--- config.mk ---
export PLATFORM = sky130hd
export DESIGN_NAME = sgp_gpio_port
export DESIGN_NICKNAME = d
export VERILOG_FILES = /design/src/sgp_pkg.sv /design/src/sgp_gpio_port.sv /design/src/sgp_sync.sv
export VERILOG_INCLUDE_DIRS = /design/src /design/src/src
export SDC_FILE = /design/constraint.sdc
export NUM_CORES = 1
export LEC_CHECK = 0
export BUFFER_PORTS_ARGS = -buffer_cell sky130_fd_sc_hd__buf_4
export CORE_MARGIN = 4
export CORE_UTILIZATION = 39
export DETAILED_ROUTE_END_ITERATION = 10
export PLACE_DENSITY = 0.65
export SYNTH_ARGS = -nofsm -noshare
export SYNTH_HDL_FRONTEND = slang
export SYNTH_SLANG_ARGS = --single-unit
--- constraint.sdc ---
create_clock -name ref_clk -period 2.9 [get_ports ref_clk]
set_input_delay 0.29 -clock ref_clk [delete_from_list [all_inputs] [get_ports ref_clk]]
set_output_delay 0.29 -clock ref_clk [all_outputs]
set_load 0.005 [all_outputs]
--- src/sgp_params.svh ---
// constants for the configuration-port gpio block: port addresses, key bytes, indices, resets
// assumes the host issues single-byte i/o cycles already decoded to address and strobes
//
// Contract
// - double unlock byte write enters configuration mode
// - lock byte write leaves configuration mode
// - index port selects, data port accesses register
// - device-select index switches banks; gpio in seven
// - bank nine index 30 bit 7 enables gpio
// - direction bit one input, zero output
// - output value bits rw; input bits read pins
// - polarity bit inverts input and output
`ifndef SGP_PARAMS_SVH
`define SGP_PARAMS_SVH
`define SGP_IDX_PORT 16'h002E
`define SGP_DAT_PORT 16'h002F
`define SGP_KEY_UNLOCK 8'h87
`define SGP_KEY_LOCK 8'hAA
`define SGP_IDX_LDSEL 8'h07
`define SGP_IDX_FEN 8'h30
`define SGP_IDX_DIR 8'hE0
`define SGP_IDX_VAL 8'hE1
`define SGP_IDX_POL 8'hE2
`define SGP_LDN_GPIO 8'h07
`define SGP_LDN_FEN 8'h09
`define SGP_FEN_BIT 7
`define SGP_RST_DIR 8'hFF
`define SGP_RST_VAL 8'h00
`define SGP_RST_POL 8'h00
`define SGP_RST_FEN 8'h00
`define SGP_RST_IDX 8'h00
`define SGP_RST_LDN 8'h00
`define SGP_RD_NONE 8'h00
`define SGP_RD_IDLE 8'hFF
`endif

--- src/sgp_pkg.sv ---
// types for the configuration-port gpio block
// assumes sgp_params.svh is on the include path
package sgp_pkg;
	typedef struct packed
	{
		logic [15:0] addr;
		logic [7:0] wdata;
		logic wr;
		logic rd;
	} sgp_io_req_t;
	typedef enum logic [1:0]
	{
		SGP_LOCKED = 2'b00,
		SGP_KEY1 = 2'b01,
		SGP_OPEN = 2'b11
	} sgp_cfg_state_t;
endpackage

--- src/sgp_gpio_port.sv ---
// gpio port behind an index/data configuration port pair with key-protected access
// assumes the host presents one-cycle rd/wr strobes with a 16-bit i/o address on ref_clk;
// read data is registered and valid the cycle after the rd strobe
`timescale 1ns/1ps
`default_nettype none
`include "sgp_params.svh"
module sgp_gpio_port
	import sgp_pkg::*;
#(
	parameter int LINES = 8
) (
	input wire logic ref_clk,
	input wire logic rst,
	input wire sgp_io_req_t io_req,
	output logic [7:0] io_rdata,
	output logic io_rvalid,
	input wire logic [LINES-1:0] gpio_in,
	output logic [LINES-1:0] gpio_out,
	output logic [LINES-1:0] gpio_oe,
	output logic cfg_open
);
	sgp_cfg_state_t state_ff, nxt_state;
	logic [7:0] index_ff, nxt_index;
	logic [7:0] ldn_ff, nxt_ldn;
	logic [7:0] fen_ff, nxt_fen;
	logic [LINES-1:0] dir_ff, nxt_dir;
	logic [LINES-1:0] val_ff, nxt_val;
	logic [LINES-1:0] pol_ff, nxt_pol;
	logic [7:0] rdata_ff, nxt_rdata;
	logic rvalid_ff, nxt_rvalid;
	logic [LINES-1:0] out_ff, nxt_out;
	logic [LINES-1:0] oe_ff, nxt_oe;
	logic [LINES-1:0] pin_sync;
	logic [LINES-1:0] pin_view;
	logic [LINES-1:0] line_view;
	logic idx_wr, idx_rd, dat_wr, dat_rd, open;
	logic sel_fen, sel_dir, sel_val, sel_pol;
	logic open_ff, nxt_open;

	sgp_sync #(
		.WIDTH(LINES)
	) sgp_sync_inst (
		.ref_clk(ref_clk),
		.rst(rst),
		.din(gpio_in),
		.dout(pin_sync)
	);

	function automatic logic [7:0] widen(input logic [LINES-1:0] v);
		logic [7:0] r;
		r = '0;
		r[LINES-1:0] = v;
		return r;
	endfunction

	function automatic logic bank_hit(input logic [7:0] ldn, input logic [7:0] want);
		return ldn == want;
	endfunction

	// one decode shared by the write and the read path so the two cannot disagree
	function automatic logic reg_hit(input logic [7:0] ldn, input logic [7:0] idx, input logic [7:0] want_ldn,
		input logic [7:0] want_idx);
		return bank_hit(ldn, want_ldn) && (idx == want_idx);
	endfunction

	function automatic logic port_hit(input logic [15:0] addr, input logic [15:0] port);
		return addr == port;
	endfunction

	// takes fresh where keep is clear and old where keep is set
	function automatic logic [LINES-1:0] merge(input logic [LINES-1:0] fresh, input logic [LINES-1:0] old,
		input logic [LINES-1:0] keep);
		return (fresh & ~keep) | (old & keep);
	endfunction

	// while locked only the index port listens, and only to the key
	assign open = (state_ff == SGP_OPEN);
	assign idx_wr = io_req.wr && port_hit(io_req.addr, `SGP_IDX_PORT);
	assign idx_rd = io_req.rd && port_hit(io_req.addr, `SGP_IDX_PORT) && open;
	assign dat_wr = io_req.wr && port_hit(io_req.addr, `SGP_DAT_PORT) && open;
	assign dat_rd = io_req.rd && port_hit(io_req.addr, `SGP_DAT_PORT) && open;

	// the device-select index is decoded apart because it answers in every bank
	assign sel_fen = reg_hit(ldn_ff, index_ff, `SGP_LDN_FEN, `SGP_IDX_FEN);
	assign sel_dir = reg_hit(ldn_ff, index_ff, `SGP_LDN_GPIO, `SGP_IDX_DIR);
	assign sel_val = reg_hit(ldn_ff, index_ff, `SGP_LDN_GPIO, `SGP_IDX_VAL);
	assign sel_pol = reg_hit(ldn_ff, index_ff, `SGP_LDN_GPIO, `SGP_IDX_POL);

	// input lines show the pin through the polarity mask
	assign pin_view = pin_sync ^ pol_ff;
	// output lines read back the value register, input lines the pin
	assign line_view = merge(val_ff, pin_view, dir_ff);

	// key sequence: any other byte between the two unlock writes restarts it
	always_comb
	begin
		nxt_state = state_ff;
		if (idx_wr)
		begin
			unique case (state_ff)
				SGP_LOCKED: nxt_state = (io_req.wdata == `SGP_KEY_UNLOCK) ? SGP_KEY1 : SGP_LOCKED;
				SGP_KEY1: nxt_state = (io_req.wdata == `SGP_KEY_UNLOCK) ? SGP_OPEN : SGP_LOCKED;
				SGP_OPEN: nxt_state = (io_req.wdata == `SGP_KEY_LOCK) ? SGP_LOCKED : SGP_OPEN;
				default: nxt_state = SGP_LOCKED;
			endcase
		end
		// cfg_open is a registered copy so the port comes straight from a flop
		nxt_open = (nxt_state == SGP_OPEN);
	end

	always_ff @(posedge ref_clk or posedge rst)
	begin
		if (rst)
		begin
			state_ff <= SGP_LOCKED;
			open_ff <= 1'b0;
		end
		else
		begin
			state_ff <= nxt_state;
			open_ff <= nxt_open;
		end
	end

	always_comb
	begin
		nxt_index = index_ff;
		// the lock byte is a command, never a register number
		if (idx_wr && open && io_req.wdata != `SGP_KEY_LOCK)
			nxt_index = io_req.wdata;
	end

	always_ff @(posedge ref_clk or posedge rst)
	begin
		if (rst)
		begin
			index_ff <= `SGP_RST_IDX;
		end
		else
		begin
			index_ff <= nxt_index;
		end
	end

	always_comb
	begin
		nxt_ldn = ldn_ff;
		// the select index is reached from every bank
		if (dat_wr && index_ff == `SGP_IDX_LDSEL)
			nxt_ldn = io_req.wdata;
	end

	always_ff @(posedge ref_clk or posedge rst)
	begin
		if (rst)
		begin
			ldn_ff <= `SGP_RST_LDN;
		end
		else
		begin
			ldn_ff <= nxt_ldn;
		end
	end

	always_comb
	begin
		nxt_fen = fen_ff;
		// all bits are stored so a read-modify-write keeps the others
		if (dat_wr && sel_fen)
			nxt_fen = io_req.wdata;
	end

	always_ff @(posedge ref_clk or posedge rst)
	begin
		if (rst)
		begin
			fen_ff <= `SGP_RST_FEN;
		end
		else
		begin
			fen_ff <= nxt_fen;
		end
	end

	always_comb
	begin
		nxt_dir = dir_ff;
		if (dat_wr && sel_dir)
			nxt_dir = io_req.wdata[LINES-1:0];
	end

	always_ff @(posedge ref_clk or posedge rst)
	begin
		if (rst)
		begin
			dir_ff <= LINES'(`SGP_RST_DIR);
		end
		else
		begin
			dir_ff <= nxt_dir;
		end
	end

	always_comb
	begin
		nxt_val = val_ff;
		// bits of input lines ignore the write
		if (dat_wr && sel_val)
			nxt_val = merge(io_req.wdata[LINES-1:0], val_ff, dir_ff);
	end

	always_ff @(posedge ref_clk or posedge rst)
	begin
		if (rst)
		begin
			val_ff <= LINES'(`SGP_RST_VAL);
		end
		else
		begin
			val_ff <= nxt_val;
		end
	end

	always_comb
	begin
		nxt_pol = pol_ff;
		if (dat_wr && sel_pol)
			nxt_pol = io_req.wdata[LINES-1:0];
	end

	always_ff @(posedge ref_clk or posedge rst)
	begin
		if (rst)
		begin
			pol_ff <= LINES'(`SGP_RST_POL);
		end
		else
		begin
			pol_ff <= nxt_pol;
		end
	end

	always_comb
	begin
		nxt_rvalid = io_req.rd;
		nxt_rdata = `SGP_RD_IDLE;
		if (dat_rd)
		begin
			// unknown indices and banks read as zero while open
			nxt_rdata = `SGP_RD_NONE;
			if (index_ff == `SGP_IDX_LDSEL)
				nxt_rdata = ldn_ff;
			else if (sel_fen)
				nxt_rdata = fen_ff;
			else if (sel_dir)
				nxt_rdata = widen(dir_ff);
			else if (sel_pol)
				nxt_rdata = widen(pol_ff);
			else if (sel_val)
				nxt_rdata = widen(line_view);
		end
		else if (idx_rd)
			nxt_rdata = index_ff;
	end

	always_ff @(posedge ref_clk or posedge rst)
	begin
		if (rst)
		begin
			rdata_ff <= `SGP_RD_IDLE;
			rvalid_ff <= 1'b0;
		end
		else
		begin
			rdata_ff <= nxt_rdata;
			rvalid_ff <= nxt_rvalid;
		end
	end

	always_comb
	begin
		// pins stay released until the function is enabled
		nxt_oe = fen_ff[`SGP_FEN_BIT] ? ~dir_ff : '0;
		nxt_out = val_ff ^ pol_ff;
	end

	always_ff @(posedge ref_clk or posedge rst)
	begin
		if (rst)
		begin
			out_ff <= '0;
			oe_ff <= '0;
		end
		else
		begin
			out_ff <= nxt_out;
			oe_ff <= nxt_oe;
		end
	end

	assign io_rdata = rdata_ff;
	assign io_rvalid = rvalid_ff;
	assign gpio_out = out_ff;
	assign gpio_oe = oe_ff;
	assign cfg_open = open_ff;
endmodule
`default_nettype wire

--- src/sgp_sync.sv ---
// two flip-flop synchroniser for the gpio pin levels
// assumes pins are asynchronous to ref_clk
`timescale 1ns/1ps
`default_nettype none
module sgp_sync #(
	parameter int WIDTH = 8
) (
	input wire logic ref_clk,
	input wire logic rst,
	input wire logic [WIDTH-1:0] din,
	output logic [WIDTH-1:0] dout
);
	logic [WIDTH-1:0] meta_ff;
	logic [WIDTH-1:0] sync_ff;
	always_ff @(posedge ref_clk or posedge rst)
	begin
		if (rst)
		begin
			meta_ff <= '0;
			sync_ff <= '0;
		end
		else
		begin
			meta_ff <= din;
			sync_ff <= meta_ff;
		end
	end
	assign dout = sync_ff;
endmodule
`default_nettype wire
==> metrics <==
Clock Path Buffers=2; Std-Cell Core Area=9820 um^2; synthesized area per cell=13.3 um^2; sw frac=0.218; EDFF count, synth=0; most frequent CP cell=or4_4; largest net degree at the start of global routing=43; setup TNS=0 ps; area of the multi-input gates=1590 um^2; GRT Total Usage=0.170; initial antenna violation count=0; Congestion Overflow GR=0; maximum vdd drop=0.295 mV; Required @ worst endpoint=3170 ps; Die X-Extent=109 um; via/cell ratio=5.23; placer congestion estimate=0.933; Pint=1.76 mW; crit path buf inv count=0; global-route wire length before repair=15.1 mm; RSZ-0062 raised after global routing=no; final hold vios=0; io pins=62; Area growth, synth to finish=22.9%; Netlist cell types=43; Worst Setup Path Type=reg2reg; Fmax=413 MHz; postcts setup bufs=0; Comb pwr share=0.042; Tmin final=2420 ps; # diodes=0; register-to-register setup slack=480 ps; Setup violations, final=0; post-layout worst setup margin=478 ps; final wirelength=9.26 mm; worst skew pair latency=370 ps; synth warn=0; P_leak=2.39 nW; Syn Inst Count=298; DRT iter0 DRCs=167; Critical Path Max Stage Delay=570 ps; max-cap violation count=0; vias in the first global route=2834; PortBufs=61; Most Used Layer, Global Route=met2; via count=2701; Hold/Removal Path Class=in2async; share of cells above drive strength 1=0.433; cts bufs inserted=9; crit share post-route=0.835; crit-path cells=or4_4 -> or4_4 -> nor3_4 -> a22oi_2 -> o32ai_1; CTS tree=done; Clock power frac=0.380; Cell Area, Synth=3960 um^2; depth of the most critical reg-to-reg path=5; sequential cell area=2320 um^2; fin nets=414; critical path's top delay family=simple AND/OR/NAND/NOR gates; Rows=36; critical path peak fanout=8; Fillers=909; Root Buffer=clkbuf_8; Initial DRT Pass Iterations=4; Yosys reg bits=92; P per Cell Area=463 nW/um^2; RR Startpoint=index_ff[2]; detailed-route wire length per cell=17.9 um; most common flop cell mapped by yosys=dfrtp_1; detailed-route DRC error count=0; Max Clock Skew=14.2 ps; CTS Hold Buffers Added=1; Critical Path Start Type=flop; CP max stage cell=or4_4; Die Span Y=109 um; CP endpoint kind=flop; H-tree levels=3; Worst-Margin Slew=767 ps; clock tree sinks=92; sequential share of power=0.578; syn_nets=334; Reg-to-Reg End=io_rdata[4]; met3 Use GR=0.0527; initial core utilization=0.403; Seq/Total Area, Yosys=0.587; dpl ws=457 ps; Slew Limit Fails=0; Slew headroom=0.489; Post-synth ARST share=1.00; post-CTS resize count=0; worst endpoint data arrival time=2690 ps; Post-DP HPWL=6.58 mm; ANT nets after route=0; grt met1 use=0.233; switching power of the nets=0.490 mW; routing usage on met2=0.259; CTS clk-pin slew, worst paths=90 ps; total die area=11800 um^2; status=complete, no violations
## layer usage
layer	share of wire	routed length (um)
met1	0.45	4210
met2	0.46	4280
met3	0.068	629
met4	0.015	137
met5	0	0
## Yosys cell counts, types with 2 or more instances
library cell,number,share of area
nor2b_1,9,0.014
inv_1,3,0.0028
mux2_2,47,0.13
nand2b_1,11,0.017
nor4_2,2,0.0063
buf_2,5,0.0063
dfstp_2,16,0.11
a41oi_1,2,0.0044
and3_1,3,0.0047
a21o_1,2,0.0038
o32ai_1,3,0.0066
o32ai_2,5,0.021
nor4b_1,2,0.0044
or2_2,2,0.0032
nand3_1,3,0.0038
nand4b_1,5,0.011
a21oi_1,10,0.013
nor3_1,3,0.0038
nand4_1,2,0.0032
nor4_1,2,0.0032
xnor2_1,8,0.018
xor2_1,8,0.018
or4_4,2,0.0057
nor2_1,34,0.032
dfrtp_1,76,0.48
a22oi_1,7,0.013
or3_1,2,0.0032
a221oi_1,8,0.018
nand2_1,2,0.0019
## power by group through the flow
stage	combinational (mW)	clock (mW)	sequential (mW)
final	0.0946	0.856	1.30
after detailed placement	0.0939	0	1.32
after global placement	0.0920	0	1.32
after floorplan	0.0283	0	1.32
after CTS	0.0953	0.887	1.30
after global routing	0.107	0.946	1.30
## stage by stage
stage	instance area [um^2]	total power [mW]	util	hold WS, ps	std cells
3_5_place_dp	4630	1.42	0.471	335	496
3_3_place_gp	4630	1.42	0.471	332	496
5_1_grt	4860	2.35	0.495	2.16	516
2_1_floorplan	3960	1.35	-	321	298
4_1_cts	4830	2.28	0.492	1.88	513
6_report	4860	2.25	0.495	20.2	516
## sequential cells by signal, indices dropped and copies added, names as in the netlist, named ones only
register,cells
dir_ff,8
fen_ff,8
gpio_oe,8
gpio_out,8
index_ff,8
io_rdata,8
ldn_ff,8
pol_ff,8
sgp_sync_inst.dout,8
sgp_sync_inst.meta_ff,8
state_ff,2
cfg_open,1
io_rvalid,1
## cells by family after synthesis
kind of cell              count (synthesis)  share of synthesized area
DFF                                      92                      0.587
muxes                                    47                      0.134
buffers and inverters                     9                     0.0101
xor gates and xnor gates                 16                     0.0354
and+or+nand+nor                          93                      0.146
AOI/OAI and AO/OA                        41                     0.0876
## cell type report
class / instances / area share
Multi-Input combinational cell: 197 / 0.328
Sequential cell: 92 / 0.477
Clock inverter: 4 / 0.0103
Tap cell: 133 / 0.0342
Inverter: 3 / 0.00257
Clock buffer: 12 / 0.0298
Timing Repair Buffer: 75 / 0.118
## how the worst max path moves through the flow
stage / startpoint / to / slack (ps) / cells past startpoint
6_report: index_ff[2] / io_rdata[4] / 480 / 5
5_1_grt: index_ff[3] / io_rdata[1] / 330 / 5
4_1_cts: index_ff[3] / io_rdata[4] / 440 / 5
3_5_place_dp: index_ff[3] / io_rdata[4] / 460 / 5
3_3_place_gp: index_ff[3] / io_rdata[4] / 470 / 5
2_1_floorplan: rst / async pin / 240 / 1
## placed cells by master (no fill, tap or decap), types with 4 or more instances in the layout
master and count:
a21oi_1 10, o32ai_2 5, xor2_1 8, clkbuf_8 10
xnor2_1 8, dfrtp_1 76, buf_4 71, a22oi_1 7
nor2_1 34, dlygate4sd3_1 4, nand4b_1 5, dfstp_2 16
nor2b_1 9, a221oi_1 8, nand2b_1 11, mux2_2 47
Note: power is estimated with default switching activity, not from simulation.
